`src/pdcb_pkg.sv`:
```
// Package for the PLL divider configuration bank: offsets, fields, resets.
// Assumes a byte-wide register port with 8-bit addresses.
package pdcb_pkg;
   localparam logic [7:0] PDCB_OFS_MULT_HI = 8'h36;
   localparam logic [7:0] PDCB_OFS_FRAC_LO = 8'h37;
   localparam logic [7:0] PDCB_OFS_INT_LO  = 8'h38;
   localparam logic [7:0] PDCB_OFS_NPDM    = 8'h39;

   localparam logic [7:0] PDCB_RST_MULT_HI = 8'h00;
   localparam logic [7:0] PDCB_RST_FRAC_LO = 8'h00;
   localparam logic [7:0] PDCB_RST_INT_LO  = 8'h08;
   localparam logic [7:0] PDCB_RST_NPDM    = 8'h20;

   localparam int PDCB_POS_INT_HI  = 7;
   localparam int PDCB_POS_HALF    = 6;
   localparam int PDCB_POS_N_DIVIDER_CODE    = 5;
   localparam int PDCB_POS_PDM     = 2;
   localparam logic [7:0] PDCB_NPDM_RSVD_MASK = 8'h03;

   localparam logic [13:0] PDCB_FRAC_MAX   = 14'h270F;
   localparam logic [2:0]  PDCB_PDM_MAX    = 3'h4;
   localparam logic [3:0]  PDCB_N_DIVIDER_CODE_ZERO  = 4'h8;

   // Decoded settings for the clock tree
   typedef struct packed {
      logic [8:0]  int_mult;
      logic [13:0] frac_mult;
      logic        half_div;
      logic [3:0]  n_ratio;
      logic [4:0]  pdm_ratio;
   } pdcb_clk_cfg_t;

   typedef struct packed {
      logic       wr;
      logic [7:0] addr;
      logic [7:0] wdata;
   } pdcb_reg_req_t;
endpackage

```
`src/pdcb_decode.sv`:
```
// Decoder turning raw divider fields into ratios and multipliers.
// Assumes its inputs are register outputs on the same clock.
`timescale 1ns/1ps
module pdcb_decode
   import pdcb_pkg::*;
(
   input  wire logic [7:0]    i_mult_hi,
   input  wire logic [7:0]    i_frac_lo,
   input  wire logic [7:0]    i_int_lo,
   input  wire logic [7:0]    i_npdm,
   output pdcb_clk_cfg_t      o_cfg,
   output logic               o_code_bad
);
   logic [2:0] n_divider_code;
   logic [2:0] pdm;

   always_comb begin
      n_divider_code = i_npdm[PDCB_POS_N_DIVIDER_CODE +: 3];
      pdm  = i_npdm[PDCB_POS_PDM +: 3];
      o_cfg.int_mult  = {i_mult_hi[PDCB_POS_INT_HI], i_int_lo}; // see (RL1)
      o_cfg.frac_mult = {i_mult_hi[5:0], i_frac_lo};            // see (RL3)
      o_cfg.half_div  = i_mult_hi[PDCB_POS_HALF];               // see (RL5)
      o_cfg.n_ratio   = (n_divider_code == 3'h0) ? PDCB_N_DIVIDER_CODE_ZERO
                                      : {1'b0, n_divider_code};          // see (RL6)
      o_cfg.pdm_ratio = 5'h01 << pdm;                           // see (RL7)
      // Reserved codes are flagged rather than silently remapped
      o_code_bad = (o_cfg.int_mult == 9'h000)                   // see (RL2)
                || (o_cfg.frac_mult > PDCB_FRAC_MAX)            // see (RL4)
                || (pdm > PDCB_PDM_MAX);                        // see (RL7)
   end
endmodule

```
`src/pdcb_top.sv`:
```
// Contract
// (RL1) Integer multiplier is high bit above low byte
// (RL2) Integer code zero reserved; others equal code
// (RL3) Fraction is six high bits above low byte
// (RL4) Fraction codes 0..9999 valid; above reserved
// (RL5) Half-divide bit halves PLL divided clock
// (RL6) N code 1..7 is ratio; zero means eight
// (RL7) PDM codes 0..4 divide by powers of two
// (RL8) Auto detection overrides programmed multipliers and dividers; the code keeps half-divide programmed
// (RL9) Low two N/PDM bits reserved, read zero
// (RL10) Effective factor is J plus D over 10000
//
// Top of the PLL divider configuration bank: four byte registers on the
// control port, decoded into clock tree settings.
// Assumes the control port and auto-detect logic share i_sys_clk.
`timescale 1ns/1ps
module pdcb_top
   import pdcb_pkg::*;
(
   input  wire logic           i_sys_clk,
   input  wire logic           i_rst_b,
   input  wire pdcb_reg_req_t  i_req,
   input  wire logic           i_auto_det_en,
   input  wire pdcb_clk_cfg_t  i_auto_cfg,
   output logic [7:0]          o_rdata,
   output pdcb_clk_cfg_t       o_cfg,
   output logic                o_code_bad
);
   logic [7:0]    mult_hi_r, mult_hi_nxt;
   logic [7:0]    frac_lo_r, frac_lo_nxt;
   logic [7:0]    int_lo_r,  int_lo_nxt;
   logic [7:0]    npdm_r,    npdm_nxt;
   logic [7:0]    rdata_r,   rdata_nxt;
   pdcb_clk_cfg_t cfg_r,     cfg_nxt;
   logic          bad_r,     bad_nxt;
   pdcb_clk_cfg_t dec_cfg;
   logic          dec_bad;

   pdcb_decode u_dec (
      .i_mult_hi  (mult_hi_r),
      .i_frac_lo  (frac_lo_r),
      .i_int_lo   (int_lo_r),
      .i_npdm     (npdm_r),
      .o_cfg      (dec_cfg),
      .o_code_bad (dec_bad)
   );

   always_comb begin
      mult_hi_nxt = mult_hi_r;
      frac_lo_nxt = frac_lo_r;
      int_lo_nxt  = int_lo_r;
      npdm_nxt    = npdm_r;
      if (i_req.wr) begin
         unique case (i_req.addr)
            PDCB_OFS_MULT_HI: mult_hi_nxt = i_req.wdata;
            PDCB_OFS_FRAC_LO: frac_lo_nxt = i_req.wdata;
            PDCB_OFS_INT_LO:  int_lo_nxt  = i_req.wdata;
            // Reserved bits are never stored, so they cannot read back
            PDCB_OFS_NPDM:    npdm_nxt = i_req.wdata
                                         & ~PDCB_NPDM_RSVD_MASK; // see (RL9)
            default: ;
         endcase
      end
      unique case (i_req.addr)
         PDCB_OFS_MULT_HI: rdata_nxt = mult_hi_r;
         PDCB_OFS_FRAC_LO: rdata_nxt = frac_lo_r;
         PDCB_OFS_INT_LO:  rdata_nxt = int_lo_r;
         PDCB_OFS_NPDM:    rdata_nxt = npdm_r;
         default:          rdata_nxt = 8'h00;
      endcase
      // Half-divide is not covered by auto detection and stays programmed
      cfg_nxt = dec_cfg;
      bad_nxt = dec_bad;
      if (i_auto_det_en) begin
         cfg_nxt.int_mult  = i_auto_cfg.int_mult;   // see (RL8)
         cfg_nxt.frac_mult = i_auto_cfg.frac_mult;  // see (RL8)
         cfg_nxt.n_ratio   = i_auto_cfg.n_ratio;    // see (RL8)
         cfg_nxt.pdm_ratio = i_auto_cfg.pdm_ratio;  // see (RL8)
         bad_nxt = 1'b0;
      end
   end

   // Factor J + D/10000 (see (RL10)) is consumed downstream from o_cfg
   always_ff @(posedge i_sys_clk) begin
      if (!i_rst_b) begin
         mult_hi_r <= PDCB_RST_MULT_HI;
         frac_lo_r <= PDCB_RST_FRAC_LO;
         int_lo_r  <= PDCB_RST_INT_LO;
         npdm_r    <= PDCB_RST_NPDM;
         rdata_r   <= 8'h00;
         cfg_r     <= '0;
         bad_r     <= 1'b0;
      end else begin
         mult_hi_r <= mult_hi_nxt;
         frac_lo_r <= frac_lo_nxt;
         int_lo_r  <= int_lo_nxt;
         npdm_r    <= npdm_nxt;
         rdata_r   <= rdata_nxt;
         cfg_r     <= cfg_nxt;
         bad_r     <= bad_nxt;
      end
   end

   assign o_rdata    = rdata_r;
   assign o_cfg      = cfg_r;
   assign o_code_bad = bad_r;

   a_npdm_rsvd_zero: assert property (@(posedge i_sys_clk) disable iff (!i_rst_b)
      (npdm_r & PDCB_NPDM_RSVD_MASK) == 8'h00) // see (RL9)
      else $error("reserved divider bits set");

   a_int_mult_join: assert property (@(posedge i_sys_clk) disable iff (!i_rst_b)
      !i_auto_det_en |=> o_cfg.int_mult ==
         {$past(mult_hi_r[7]), $past(int_lo_r)}) // see (RL1)
      else $error("integer multiplier mismatch");

   a_frac_mult_join: assert property (@(posedge i_sys_clk) disable iff (!i_rst_b)
      !i_auto_det_en |=> o_cfg.frac_mult ==
         {$past(mult_hi_r[5:0]), $past(frac_lo_r)}) // see (RL3)
      else $error("fractional multiplier mismatch");

   a_half_div_pass: assert property (@(posedge i_sys_clk) disable iff (!i_rst_b)
      ##1 o_cfg.half_div == $past(mult_hi_r[6])) // see (RL5)
      else $error("half divide mismatch");

   a_n_divider_code_zero_8: assert property (@(posedge i_sys_clk) disable iff (!i_rst_b)
      (!i_auto_det_en && npdm_r[7:5] == 3'h0) |=> o_cfg.n_ratio == 4'h8)
      else $error("n ratio for code zero wrong"); // see (RL6)

   a_n_divider_code_code_pass: assert property (@(posedge i_sys_clk) disable iff (!i_rst_b)
      (!i_auto_det_en && npdm_r[7:5] != 3'h0) |=>
         o_cfg.n_ratio == {1'b0, $past(npdm_r[7:5])}) // see (RL6)
      else $error("n ratio mismatch");

   a_pdm_pow2: assert property (@(posedge i_sys_clk) disable iff (!i_rst_b)
      (!i_auto_det_en && npdm_r[4:2] <= 3'h4) |=>
         o_cfg.pdm_ratio == (5'h01 << $past(npdm_r[4:2]))) // see (RL7)
      else $error("pdm ratio mismatch");

   a_int_zero_flag: assert property (@(posedge i_sys_clk) disable iff (!i_rst_b)
      (!i_auto_det_en && mult_hi_r[7] == 1'b0 && int_lo_r == 8'h00)
         |=> o_code_bad) // see (RL2)
      else $error("zero multiplier not flagged");

   a_frac_rsvd_flag: assert property (@(posedge i_sys_clk) disable iff (!i_rst_b)
      (!i_auto_det_en && {mult_hi_r[5:0], frac_lo_r} > 14'h270F)
         |=> o_code_bad) // see (RL4)
      else $error("reserved fraction not flagged");

   a_auto_override: assert property (@(posedge i_sys_clk) disable iff (!i_rst_b)
      i_auto_det_en |=> (o_cfg.int_mult == $past(i_auto_cfg.int_mult)
         && o_cfg.n_ratio == $past(i_auto_cfg.n_ratio)
         && !o_code_bad)) // see (RL8)
      else $error("auto detection not applied");
endmodule

```
`config.mk`:
```
export PLATFORM = sky130hd
export DESIGN_NAME = pdcb_top
export DESIGN_NICKNAME = d
export VERILOG_FILES = /design/src/pdcb_pkg.sv /design/src/pdcb_decode.sv /design/src/pdcb_top.sv
export SDC_FILE = /design/constraint.sdc
export NUM_CORES = 1
export LEC_CHECK = 0
export BUFFER_PORTS_ARGS = -buffer_cell sky130_fd_sc_hd__buf_2
export CAP_MARGIN = 20
export CORE_ASPECT_RATIO = 0.6
export CORE_MARGIN = 1.5
export CORE_UTILIZATION = 53
export CTS_BUF_LIST = sky130_fd_sc_hd__clkbuf_8
export DETAILED_ROUTE_END_ITERATION = 8
export PLACE_DENSITY_LB_ADDON = 0.2
export SLEW_MARGIN = 20
export SYNTH_ARGS = -nofsm -noshare
export SYNTH_HDL_FRONTEND = slang
export SYNTH_HIERARCHICAL = 1
export SYNTH_SLANG_ARGS = --single-unit
```
`constraint.sdc`:
```
create_clock -name i_sys_clk -period 1.8 [get_ports i_sys_clk]
set_clock_uncertainty 0.1 [all_clocks]
set_input_delay 0 -clock i_sys_clk [delete_from_list [all_inputs] [get_ports i_sys_clk]]
set_output_delay 0 -clock i_sys_clk [all_outputs]
set_load 0.02 [all_outputs]
```
==> metrics.cfg <==
[critical_path]
timing.critical_path.from_type = input pin
critical_path_required_ns = 1.98
type_of_destination_of_the_critical_path = flop
criticalPathCategory = input pin to flop
worstPathMaxFanout = 5
worstPathArrival_ns = 1.87
timing.rr.start = int_lo_r[4]
startpoint = i_req[15]

[hold_path]
hold_class = input pin to flop
hold_start = i_req[11]

[clocking]
clk_root_buffer_cell = clkbuf_8
ctsHoldBuffers = 44
cts.sinks = 72
tritoncts.num_buffers = 9
post-cts-setup-buffer-count = 0
cts_repair_resize_count = 0
clk_path_buf_depth = 2
tritoncts = built
path_clk_slew_ns = 0.07
htree_num_levels = 3
clk_latency_ns = 0.34

[drt]
routed-via-count = 2497
post_drt_wl_per_cell_um = 14.5
drt_pass1_iterations = 4
antenna_violating_nets_post_route = 0
vias_per_cell = 4.90
detail_route.iter0.violations = 91
drt-total-wl_um = 7370
post-route-drc-count = 0

[global_routing]
global_route.usage.met1_pct = 29.9
grt_first_pass_wirelength_um = 11500
grt_usage_pct = 23.5
via_count_of_the_first_global_routing_pass = 2368
top_usage_layer = met2
grt_util_met2_pct = 38.1
global_route.usage.met3_pct = 7.88
grt_antenna_before_repair = 0
grt_overflow_total = 0
grt_start_max_net_pins = 36

[power_and_ir_drop]
pwr_density_cell_nw_per_um2 = 749
p_leak_nw = 1.85
peakVddDrop_v = 0.000514

[logic_synthesis]
synth.cell_area_um2 = 3190
post_synth_inst_count = 312
synth_area_per_cell_um2 = 10.2
syn_nets = 365
synth_warnings = 6

[timing]
setup-tns-final_ns = 0
hold_violations = 0
post-route-worst-setup-slack_ns = 0.109
setup_viol = 0
report.final.slew_viol_count = 0
fmax_ghz = 0.591
period_utilization_post_route_pct = 93.9
slew-limit-headroom_pct = 68.2
setup_repair_after_global_routing_missed_its_margin = false
worstMarginPinSlew_ns = 0.475
post-route-min-period_ns = 1.69

[finish]
regArea_um2 = 1440
multi_input_area_um2 = 1480
n_antenna_cell = 0
design.final.nets = 479
post_route_cells_drive_above_1_share_pct = 28.6
flow.area_growth_from_synthesis_pct = 31.2
fillers = 430

[floorplan]
top_level_ports = 95
die_area_um2 = 6510
chipHeight_um = 63.1
design.core.area_um2 = 5680
initial_utilization_pct = 56.2
fp-row-count = 21
die_w_um = 103

[run_status]
status = completed

[placement]
dpl_worst_slack_ns = 0.237
io_buffers = 93
hpwl_um = 5000
globalplace.congestion = 0.856

[flow_run]
max_cap_violations = 0

==> sequential cells by signal, indices dropped and copies added, names as in the netlist <==
register    cells
o_rdata         8
npdm_r          6
o_cfg          33
mult_hi_r       8
int_lo_r        8
o_code_bad      1
frac_lo_r       8
==> where the power goes <==
part / internal [mW] / switching [mW]
logic: 0.191 / 0.181
registers: 1.62 / 0.00778
clock network: 0.558 / 0.572
==> placed cells by master (no fill, tap or decap), types with 2 or more instances in the layout <==
master,count
nor2b_1,36
dfxtp_1,72
o22a_1,6
buf_4,9
mux2i_1,74
buf_2,93
nand2_1,41
nor3_1,3
clkbuf_8,11
nor3b_1,4
and3b_1,2
nor3_4,2
a221oi_1,2
dlygate4sd3_1,44
nor4_4,2
or3b_1,2
clkinv_2,2
a211oi_1,2
nand3_1,2
nor2_1,8
==> path summary, 6_finish.rpt <==
kind / cells after the start / end / slack, ns
setup / recovery: 6 / int_lo_r[3] / 0.11
hold / removal: 4 / o_rdata[0] / 0.06
setup reg to reg: 5 / o_code_bad / 0.34
hold reg to reg: 2 / frac_lo_r[3] / 0.39
==> routing by layer <==
layer / share of wire, % / routed length, um
met4: 0.88 / 65
met5: 0 / 0
met3: 6.1 / 449
met2: 47 / 3490
met1: 46 / 3370
==> critical path, cell delays in order <==
cell,delay (ns)
buf_2,0.09
or3b_1,0.55
nor4_4,0.32
buf_4,0.18
mux2i_1,0.17
dlygate4sd3_1,0.56
==> metrics by stage <==
step / power (mW) / std cells / hold slack [ns] / area (um^2) / util [%]
after floorplan: 1.85 / 312 / 0.0665 / 3190 / -
after global placement: 1.96 / 451 / 0.156 / 3570 / 62.9
after detailed placement: 1.97 / 451 / 0.165 / 3570 / 62.9
after CTS: 3.15 / 510 / 0.0373 / 4190 / 73.7
after global routing: 3.28 / 510 / 0.0508 / 4190 / 73.7
final: 3.13 / 510 / 0.0589 / 4190 / 73.7
==> area by class of cell <==
type / instances / share of cell area, %
clock buffers: 11 / 3.62
flip-flops and latches: 72 / 34.4
multi-input cells: 196 / 35.3
clock inverters: 4 / 0.508
repair buffers: 147 / 23.7
well taps: 80 / 2.39
Note: power is estimated with default switching activity, not from simulation.
